`config.mk`:
```
export PLATFORM = sky130hd
export DESIGN_NAME = ccw_watchdog
export DESIGN_NICKNAME = d
export VERILOG_FILES = /design/src/ccw_pkg.sv /design/src/ccw_watchdog.sv /design/src/ccw_xtal_edge.sv
export VERILOG_INCLUDE_DIRS = /design/src
export SDC_FILE = /design/constraint.sdc
export NUM_CORES = 1
export LEC_CHECK = 0
export ABC_CLOCK_PERIOD_IN_PS = 7750
export BUFFER_PORTS_ARGS = -buffer_cell sky130_fd_sc_hd__buf_4
export CORE_ASPECT_RATIO = 1.1
export CORE_MARGIN = 4
export CORE_UTILIZATION = 55
export CTS_CLUSTER_SIZE = 10
export DETAILED_ROUTE_END_ITERATION = 10
export PLACE_DENSITY_LB_ADDON = 0.05
export SYNTH_ARGS = -nofsm -noshare
export SYNTH_HDL_FRONTEND = slang
export SYNTH_SLANG_ARGS = --single-unit
```
`constraint.sdc`:
```
create_clock -name core_clk -period 7.75 [get_ports core_clk]
set_input_delay 0.3875 -clock core_clk [delete_from_list [all_inputs] [get_ports core_clk]]
set_output_delay 0.3875 -clock core_clk [all_outputs]
set_load 0.02 [all_outputs]
```
`src/ccw_defs.svh`:
```
`ifndef CCW_DEFS_SVH
`define CCW_DEFS_SVH
`define CCW_CTRL_ADDR 8'hc0
`define CCW_CTRL_BIT_BASE 5'h18
`define CCW_CTRL_RESET 8'h10
`define CCW_BIT_UNLOCK 0
`define CCW_BIT_ENABLE 1
`define CCW_BIT_STATUS 2
`define CCW_BIT_IRQ_MODE 3
`define CCW_PRE_LSB 4
`define CCW_PRE_MAX 4'h7
`define CCW_XTAL_HZ 32768
`define CCW_BASE_TICKS 17'h00200
`define CCW_BASE_TIMEOUT_MS 15.6
`endif

```
`src/ccw_pkg.sv`:
```
package ccw_pkg;
  // ************************************************************
  // state records
  // ************************************************************
  typedef struct packed {
    logic meta;
    logic sync;
    logic prev;
    logic rise;
  } ccw_sync_t;

  typedef struct packed {
    logic [7:0] ctl;
    logic [15:0] count;
    logic armed;
    logic [7:0] rdata;
    logic rst_req;
    logic irq_req;
  } ccw_state_t;
endpackage

```
`src/ccw_watchdog.sv`:
```
`include "ccw_defs.svh"
module ccw_watchdog
  import ccw_pkg::*;
(
  input wire logic core_clk,
  input wire logic reset,
  input wire logic xtal_in,
  input wire logic [7:0] sfr_addr,
  input wire logic sfr_wr,
  input wire logic sfr_rd,
  input wire logic [7:0] sfr_wdata,
  input wire logic bit_wr,
  input wire logic [7:0] bit_addr,
  input wire logic bit_val,
  output logic [7:0] sfr_rdata,
  output logic wdt_reset_req,
  output logic wdt_irq
);
  // ************************************************************
  // helpers
  // ************************************************************
  // prescale above 7 is clamped so the limit fits 16 bits
  function automatic logic [15:0] ccw_term(input logic [3:0] pre);
    logic [3:0] p;
    logic [16:0] lim;
    p = (pre > `CCW_PRE_MAX) ? `CCW_PRE_MAX : pre;
    lim = `CCW_BASE_TICKS << p;
    ccw_term = 16'(lim - 17'h00001);
  endfunction

  function automatic logic ccw_hit_byte(input logic [7:0] a);
    ccw_hit_byte = (a == `CCW_CTRL_ADDR);
  endfunction

  ccw_state_t s_r;
  ccw_state_t s_nxt;
  logic tick;
  logic hit_wr;
  logic hit_bit;
  logic hit_any;
  logic access;
  logic expire;
  logic apply;
  logic [7:0] newval;
  logic [15:0] term;

  // ************************************************************
  // crystal edge
  // ************************************************************
  ccw_xtal_edge u_edge (
    .core_clk(core_clk),
    .reset(reset),
    .xtal_in(xtal_in),
    .rise(tick)
  );

  // ************************************************************
  // decode
  // ************************************************************
  always_comb begin
    hit_wr = sfr_wr && ccw_hit_byte(sfr_addr);
    hit_bit = bit_wr && (bit_addr[7:3] == `CCW_CTRL_BIT_BASE);
    hit_any = hit_wr || hit_bit;
    access = sfr_wr || sfr_rd || bit_wr;
    newval = s_r.ctl;
    if (hit_wr) begin
      newval = sfr_wdata;
    end else if (hit_bit) begin
      newval[bit_addr[2:0]] = bit_val;
    end
    term = ccw_term(s_r.ctl[7:`CCW_PRE_LSB]);
    expire = s_r.ctl[`CCW_BIT_ENABLE] && tick && (s_r.count == term);
    apply = hit_any && s_r.armed;
  end

  // ************************************************************
  // next state
  // ************************************************************
  always_comb begin
    s_nxt = s_r;
    s_nxt.rst_req = 1'b0;
    s_nxt.irq_req = 1'b0;
    s_nxt.rdata = 8'h00;
    if (sfr_rd && ccw_hit_byte(sfr_addr)) begin
      s_nxt.rdata = s_r.ctl;
    end
    if (apply) begin
      s_nxt.ctl = newval;
      s_nxt.ctl[`CCW_BIT_UNLOCK] = 1'b0;
      s_nxt.armed = 1'b0;
    end else if (hit_any && newval[`CCW_BIT_UNLOCK]) begin
      s_nxt.armed = 1'b1;
    end else if (access) begin
      s_nxt.armed = 1'b0;
    end
    // any accepted write restarts the count, so a smaller prescale
    // can never leave the count stranded above its new limit
    if (!s_nxt.ctl[`CCW_BIT_ENABLE]) begin
      s_nxt.count = 16'h0000;
    end else if (apply) begin
      s_nxt.count = 16'h0000;
    end else if (expire) begin
      s_nxt.count = 16'h0000;
    end else if (tick) begin
      s_nxt.count = s_r.count + 16'h0001;
    end
    // expiry beats a same-cycle software clear of the flag
    if (expire) begin
      s_nxt.ctl[`CCW_BIT_STATUS] = 1'b1;
      s_nxt.irq_req = s_r.ctl[`CCW_BIT_IRQ_MODE];
      s_nxt.rst_req = ~s_r.ctl[`CCW_BIT_IRQ_MODE];
    end
  end

  always_ff @(posedge core_clk or posedge reset) begin
    if (reset) begin
      s_r <= '0;
      s_r.ctl <= `CCW_CTRL_RESET;
    end else begin
      s_r <= s_nxt;
    end
  end

  assign sfr_rdata = s_r.rdata;
  assign wdt_reset_req = s_r.rst_req;
  assign wdt_irq = s_r.irq_req;
endmodule // ccw_watchdog

```
`src/ccw_xtal_edge.sv`:
```
module ccw_xtal_edge
  import ccw_pkg::*;
(
  input wire logic core_clk,
  input wire logic reset,
  input wire logic xtal_in,
  output logic rise
);
  ccw_sync_t s_r;
  ccw_sync_t s_nxt;

  // the meta stage feeds only the sync stage
  always_comb begin
    s_nxt = s_r;
    s_nxt.meta = xtal_in;
    s_nxt.sync = s_r.meta;
    s_nxt.prev = s_r.sync;
    s_nxt.rise = s_r.sync & ~s_r.prev;
  end

  always_ff @(posedge core_clk or posedge reset) begin
    if (reset) begin
      // start as if the crystal were high, so a crystal already high at
      // release is not taken as a rising edge
      s_r <= '{meta: 1'b1, sync: 1'b1, prev: 1'b1, rise: 1'b0};
    end else begin
      s_r <= s_nxt;
    end
  end

  assign rise = s_r.rise;
endmodule // ccw_xtal_edge

```
Word-level counts from Yosys, hierarchy flattened. Cells that the tools add are included.

Equal/unequal tests: 4. Shifts and indexed selects: 1. Reduce and logical (&&, ||, !) cells: 17. Add/subtract/negate cells: 2. Bitwise operators: 3. Order comparisons: 3. Multiplexer cells: 17.

Operators with widths (count): $mux 16 (4); $mux 8 (3); $add 16x1->16 const B (1); $eq 16x16->1 (1); $shl 10x4->16 const A (1); $sub 16x1->16 const B (1); $bwmux 8 (1); $eq 8x8->1 const B (1); $logic_and 1x1->1 (8); $reduce_bool 3->1 (2); $eq 5x5->1 const B (1); $mux 1 (5); $gt 4x3->1 const B (1); $lt 3x4->1 const B (1); $mux 4 (1); $ne 4x1->1 const B (1); $reduce_and 2->1 (2); $reduce_bool 2->1 (2); $demux 1 s3 (1); $ge 3x1->1 const B (1); $logic_or 1x1->1 (3); $mux 3 (1); $mux 2 (1); $not 1->1 (2); $and 1x1->1 (1).

Word-level logic and storage cells: 59. Output and inout port bits: 10. Register bits after elaboration: 38.

Logic depth before layout (Yosys ltp).
Word-level depth: 10. Depth in mapped cells: 9. Mapped depth without buffers: 7.

Modules after synthesis. A second synthesis with hierarchy kept.

Cells, all modules: 219. Area, all modules: 2204.6 um^2.

Modules (own cells, without submodules): ccw_watchdog (area an instance 2083.2 um^2, cells an instance 213, instances 1); ccw_xtal_edge (area an instance 121.4 um^2, cells an instance 6, instances 1).

Worst setup path before layout. Ideal clock, no wire load.

Kind: reg-to-reg. Start: register s_r[31] (netlist bit). End: register s_r[16] (netlist bit). Setup slack: 4803 ps. Arrival time: 2811 ps. Setup time: 136 ps. Clock period less this slack: 2947 ps. Cell stages (with the launch flop): 10. Required time: 7614 ps. Path through: dfstp_2 > buf_2 > or4b_2 > ha_1 > xnor2_1 > xnor2_1 > or4_4 > a2111oi_4 > buf_6 > nor3_1.

Cells in the longest elaborated chain, start to end: 9. Elaborated cells on any way between the ends: 10. Those cells by class: add/sub: 1; order compare: 1; eq/ne: 2; shift: 1; mux: 4; reduce/logical: 1.

Ends and longest elaborated chain: start: declaration (RTL line ccw_watchdog.sv:35) `ccw_state_t s_r;`; start signal: assignment (RTL line ccw_watchdog.sv:120) `s_r <= s_nxt;`; $gt 4x3->1 (no source line); $mux 4 (*) (RTL line ccw_watchdog.sv:26) `` p = (pre > `CCW_PRE_MAX) ? `CCW_PRE_MAX : pre; ``; $shl 10x4->16 (no source line) (*); $sub 16x1->16 (*) (RTL line ccw_watchdog.sv:28) `ccw_term = 16'(lim - 17'h00001);`; $eq 16x16->1 (*) (RTL line ccw_watchdog.sv:72) `` expire = s_r.ctl[`CCW_BIT_ENABLE] && tick && (s_r.count == term); ``; $logic_and 1x1->1 (*) (RTL line ccw_watchdog.sv:72); $mux 16 (RTL line ccw_watchdog.sv:102) `end else if (expire) begin`; $mux 16 (RTL line ccw_watchdog.sv:100) `end else if (apply) begin`; $mux 16 (RTL line ccw_watchdog.sv:98) `` if (!s_nxt.ctl[`CCW_BIT_ENABLE]) begin ``.

Every way passes the cells marked *; elsewhere a longest branch is shown, timed or not. A chain may end at the register's enable or synchronous reset.

Worst setup path after layout.
Start: register s_r[31] (netlist bit). End: register s_r[18] (netlist bit).

Same word-level chain as after synthesis.

==> flow_metrics.py <==
metrics = {
    "power_and_ir_drop": {
        "total_power_mw": 0.382,
        "net-switching-power_mw": 0.0788,
        "internal_pwr_total_mw": 0.303,
        "power.sequential.fraction_pct": 51.2,
        "clkPwrFrac_pct": 43.2,
        "ir_drop_uv": 104,
        "p_per_area_nw_per_um2": 157,
        "leakagePower_nw": 1.05,
        "power.share.switching_pct": 20.6,
        "comb_power_share_pct": 5.6,
    },
    "detailed_routing": {
        "drt_first_iter_violations": 106,
        "detailroute.via_count": 1660,
        "finalWirelength_um": 4420,
        "route.detailed.wl_per_inst_um": 15.0,
        "drt_pre_antenna_iters": 4,
        "antenna_left": 0,
        "detail_route.drc_violations": 0,
        "vias_per_cell": 5.65,
    },
    "synth": {
        "synth.yosys.seq_area_share_pct": 45.2,
        "syn_inst": 212,
        "synthesis.area_um2": 2060,
        "synth.net_count": 245,
        "synth.avg_cell_area_um2": 9.72,
        "combinational_family_with_the_most_area_after_synthesis": "simple AND/OR/NAND/NOR gates",
        "synthesis.yosys.warnings": 0,
        "synth_simple_gate_area_share_pct": 26.0,
        "async_set_or_reset_flop_fraction_in_the_synthesized_netlist_pct": 100,
        "ys_ff_latch": 37,
        "post_synth_xor_xnor_area_pct": 7.65,
        "multiplexer_share_of_the_synthesized_area_pct": 0.971,
        "synth_edf_count": 0,
        "synth_compound_area_share_pct": 12.9,
        "ys.flop_type": "sky130_fd_sc_hd__dfrtp_1",
        "ys_types": 51,
        "yosys.area_share.adder_pct": 1.21,
    },
    "job": {
        "count_of_max_cap_constraint_violations": 0,
    },
    "global_routing": {
        "grt_first_pass_wirelength_um": 7700,
        "grt_max_degree": 38,
        "first_global_vias": 1729,
        "grt_usage_pct": 20.9,
        "initial_antenna_violation_count": 0,
        "overflow": 0,
    },
    "place": {
        "number_of_i_o_port_buffers": 39,
        "finalWeightedCongestion": 0.838,
        "post-place-ws_ns": 4.48,
        "half_perimeter_wire_length_after_detailed_placement_um": 3290,
    },
    "min_path": {
        "worstHoldPathType": "input port to async pin",
    },
    "floorplanning": {
        "starting_utilization_of_the_core_area_pct": 56.8,
        "design.portCount": 41,
        "dieWidth_um": 66.4,
        "die_area_um2": 4790,
        "floorplan.core_area_um2": 3630,
        "rows": 23,
        "die_h_um": 72.2,
    },
    "sta": {
        "hold_violations": 0,
        "final_period_minus_worst_setup_slack_ns": 3.31,
        "hold-worst-slack_ns": 0.201,
        "timing.fmax_mhz": 302,
        "slew-limit-headroom_pct": 42.8,
        "fin_tns_setup_ns": 0,
        "setup_viol_count_final": 0,
        "timing_max_transition_violations_final": 0,
        "rsz_0062_raised_after_global_routing": "false",
        "worst-slew-pin-transition_ns": 0.858,
        "final.setup_skew_ns": 0.00776,
        "min_period_over_period_pct": 42.8,
        "layout_setup_ws_ns": 4.44,
    },
    "clock_tree": {
        "clk_transition_reported_paths_ns": 0.08,
        "cts_max_level": 2,
        "sink_count_of_the_clock_tree": 37,
        "numCtsBuffers": 5,
        "cts_resized": 0,
        "insertion_delay_ns": 0.28,
        "buffers_inserted_during_post_cts_setup_optimization": 0,
        "ctsLongestPathBuffers": 2,
        "cts-hold-fix-buffers": 0,
        "cts-root-buf": "sky130_fd_sc_hd__clkbuf_8",
        "cts_tree": "built",
    },
    "finish": {
        "final_layout_size_suffix_gt1_share_pct": 23.4,
        "layout-area-overhead-vs-synth_pct": 18.0,
        "count_of_antenna_diodes_in_the_layout": 0,
        "finalNetCount": 276,
        "utilization_of_the_core_after_routing_pct": 67.0,
        "filler_cell_count": 310,
    },
    "outcome": {
        "result_of_the_run": "finished clean",
    },
    "critical_path": {
        "timing.critical_path.fanout_max": 15,
        "worstPathRequired_ns": 7.87,
        "crit_path_start": "s_r[31]",
        "critical_path.startpoint_type": "flip-flop",
        "reg2reg_setup_slack_ns": 4.44,
        "critPathKind": "flip-flop to flip-flop",
        "cp.arrival_ns": 3.44,
        "worstSetupEndpointType": "flip-flop",
        "reg2reg_from": "s_r[31]",
    },
}
==> Yosys cell counts (2+ instances only) <==
cell type / count / share of area (%)
sky130_fd_sc_hd__o21a_1: 2 / 0.73
sky130_fd_sc_hd__buf_4: 8 / 2.9
sky130_fd_sc_hd__ha_1: 2 / 1.2
sky130_fd_sc_hd__and3_1: 8 / 2.4
sky130_fd_sc_hd__nand3_1: 5 / 1.2
sky130_fd_sc_hd__nor2_1: 12 / 2.2
sky130_fd_sc_hd__inv_1: 4 / 0.73
sky130_fd_sc_hd__nand4_1: 5 / 1.5
sky130_fd_sc_hd__clkbuf_1: 4 / 0.73
sky130_fd_sc_hd__nand2_1: 14 / 2.6
sky130_fd_sc_hd__xor2_1: 7 / 3.0
sky130_fd_sc_hd__o22ai_1: 3 / 0.91
sky130_fd_sc_hd__mux2i_1: 2 / 0.97
sky130_fd_sc_hd__buf_2: 2 / 0.49
sky130_fd_sc_hd__buf_6: 2 / 1.1
sky130_fd_sc_hd__nor4b_1: 3 / 1.3
sky130_fd_sc_hd__o21ai_0: 12 / 2.9
sky130_fd_sc_hd__or3_1: 2 / 0.61
sky130_fd_sc_hd__nand2b_1: 2 / 0.61
sky130_fd_sc_hd__xnor2_1: 11 / 4.7
sky130_fd_sc_hd__and2_1: 9 / 2.7
sky130_fd_sc_hd__nor2b_1: 3 / 0.91
sky130_fd_sc_hd__nor3_1: 16 / 3.9
sky130_fd_sc_hd__a21oi_1: 11 / 2.7
sky130_fd_sc_hd__dfstp_2: 4 / 5.1
sky130_fd_sc_hd__nor4_1: 2 / 0.61
sky130_fd_sc_hd__dfrtp_1: 33 / 40
==> final timing paths <==
path / to / depth (start not counted)
hold / removal: wdt_irq / 3
setup / recovery: s_r[18] / 7
hold reg to reg: u_edge.s_nxt[1] / 0
setup reg to reg: s_r[18] / 7
min in group core_clk: u_edge.s_nxt[2] / 1
max in group asynchronous: s_r[31] / 3
==> state kept, by name, summed over array words and instances (netlist names) <==
| signal | count |
|---|---|
| s_r | 24 |
| wdt_reset_req | 1 |
| u_edge.s_r | 1 |
| sfr_rdata | 7 |
| u_edge.rise | 1 |
| wdt_irq | 1 |
| u_edge.s_nxt | 2 |
==> cell families (layout without fill, tap and decap cells) <==
family / Yosys count / in the layout
other cells: 1 / 1
simple gates: 92 / 92
flops: 37 / 37
buf+inv: 20 / 52
compound gates: 40 / 40
fa+ha+maj: 2 / 2
mux: 2 / 2
xor+xnor: 18 / 18
==> power by group through the flow <==
stage               clock network (mW)  registers [mW]  logic (mW)
floorplan                            0           0.199     0.00710
global placement                     0           0.199      0.0211
detailed placement                   0           0.199      0.0216
CTS                              0.170           0.195      0.0216
global route                     0.180           0.196      0.0236
finish                           0.165           0.195      0.0213
==> area by class of cell <==
class	count	area, µm²	area share, %
inverters	4	15.0	0.618
flip-flops and latches	37	931	38.3
repair buffers	40	300	12.4
well taps	50	62.6	2.57
clock buffers	5	68.8	2.83
clock inverters	3	46.3	1.90
multi-input cells	155	1010	41.4
==> routing by layer <==
metal / wire length, µm / part of all wire, % / track usage, % / vias up
met5: 0 / 0 / 0 / -
met4: 123 / 2.8 / 9.93 / 0
met3: 118 / 2.7 / 4.33 / 15
met2: 2290 / 52 / 34.6 / 35
met1: 1890 / 43 / 25.9 / 794
li1: - / - / - / 816
==> worst max-delay path, stage by stage, from the launching register on <==
cell and delay (ns):
sky130_fd_sc_hd__dfstp_2 0.62, sky130_fd_sc_hd__or4b_2 0.60, sky130_fd_sc_hd__ha_1 0.27, sky130_fd_sc_hd__xnor2_1 0.16, sky130_fd_sc_hd__xnor2_1 0.13, sky130_fd_sc_hd__or4_4 0.55
sky130_fd_sc_hd__a2111oi_4 0.68, sky130_fd_sc_hd__nor3_1 0.14
==> cells in the final DEF (no fill, tap or decap), types with 2 or more instances in the layout <==
| cell | synthesis | final |
|---|---|---|
| sky130_fd_sc_hd__a21oi_1 | 11 | 11 |
| sky130_fd_sc_hd__and2_1 | 9 | 9 |
| sky130_fd_sc_hd__and3_1 | 8 | 8 |
| sky130_fd_sc_hd__buf_4 | 8 | 40 |
| sky130_fd_sc_hd__clkbuf_8 | 0 | 5 |
| sky130_fd_sc_hd__dfrtp_1 | 33 | 33 |
| sky130_fd_sc_hd__dfstp_2 | 4 | 4 |
| sky130_fd_sc_hd__ha_1 | 2 | 2 |
| sky130_fd_sc_hd__inv_1 | 4 | 4 |
| sky130_fd_sc_hd__mux2i_1 | 2 | 2 |
| sky130_fd_sc_hd__nand2_1 | 14 | 14 |
| sky130_fd_sc_hd__nand2b_1 | 2 | 2 |
| sky130_fd_sc_hd__nand3_1 | 5 | 5 |
| sky130_fd_sc_hd__nand4_1 | 5 | 5 |
| sky130_fd_sc_hd__nor2_1 | 12 | 12 |
| sky130_fd_sc_hd__nor2b_1 | 3 | 3 |
| sky130_fd_sc_hd__nor3_1 | 16 | 16 |
| sky130_fd_sc_hd__nor4_1 | 2 | 2 |
| sky130_fd_sc_hd__nor4b_1 | 3 | 3 |
| sky130_fd_sc_hd__o21a_1 | 2 | 2 |
| sky130_fd_sc_hd__o21ai_0 | 12 | 12 |
| sky130_fd_sc_hd__o22ai_1 | 3 | 3 |
| sky130_fd_sc_hd__or3_1 | 2 | 2 |
| sky130_fd_sc_hd__xnor2_1 | 11 | 11 |
| sky130_fd_sc_hd__xor2_1 | 7 | 7 |
==> metrics by stage <==
step | cell area, µm² | instances
after floorplan | 2060 | 212
after global placement | 2320 | 286
after detailed placement | 2320 | 286
after CTS | 2430 | 294
after global routing | 2430 | 294
final | 2430 | 294
Power figures use the tool's default switching activity.
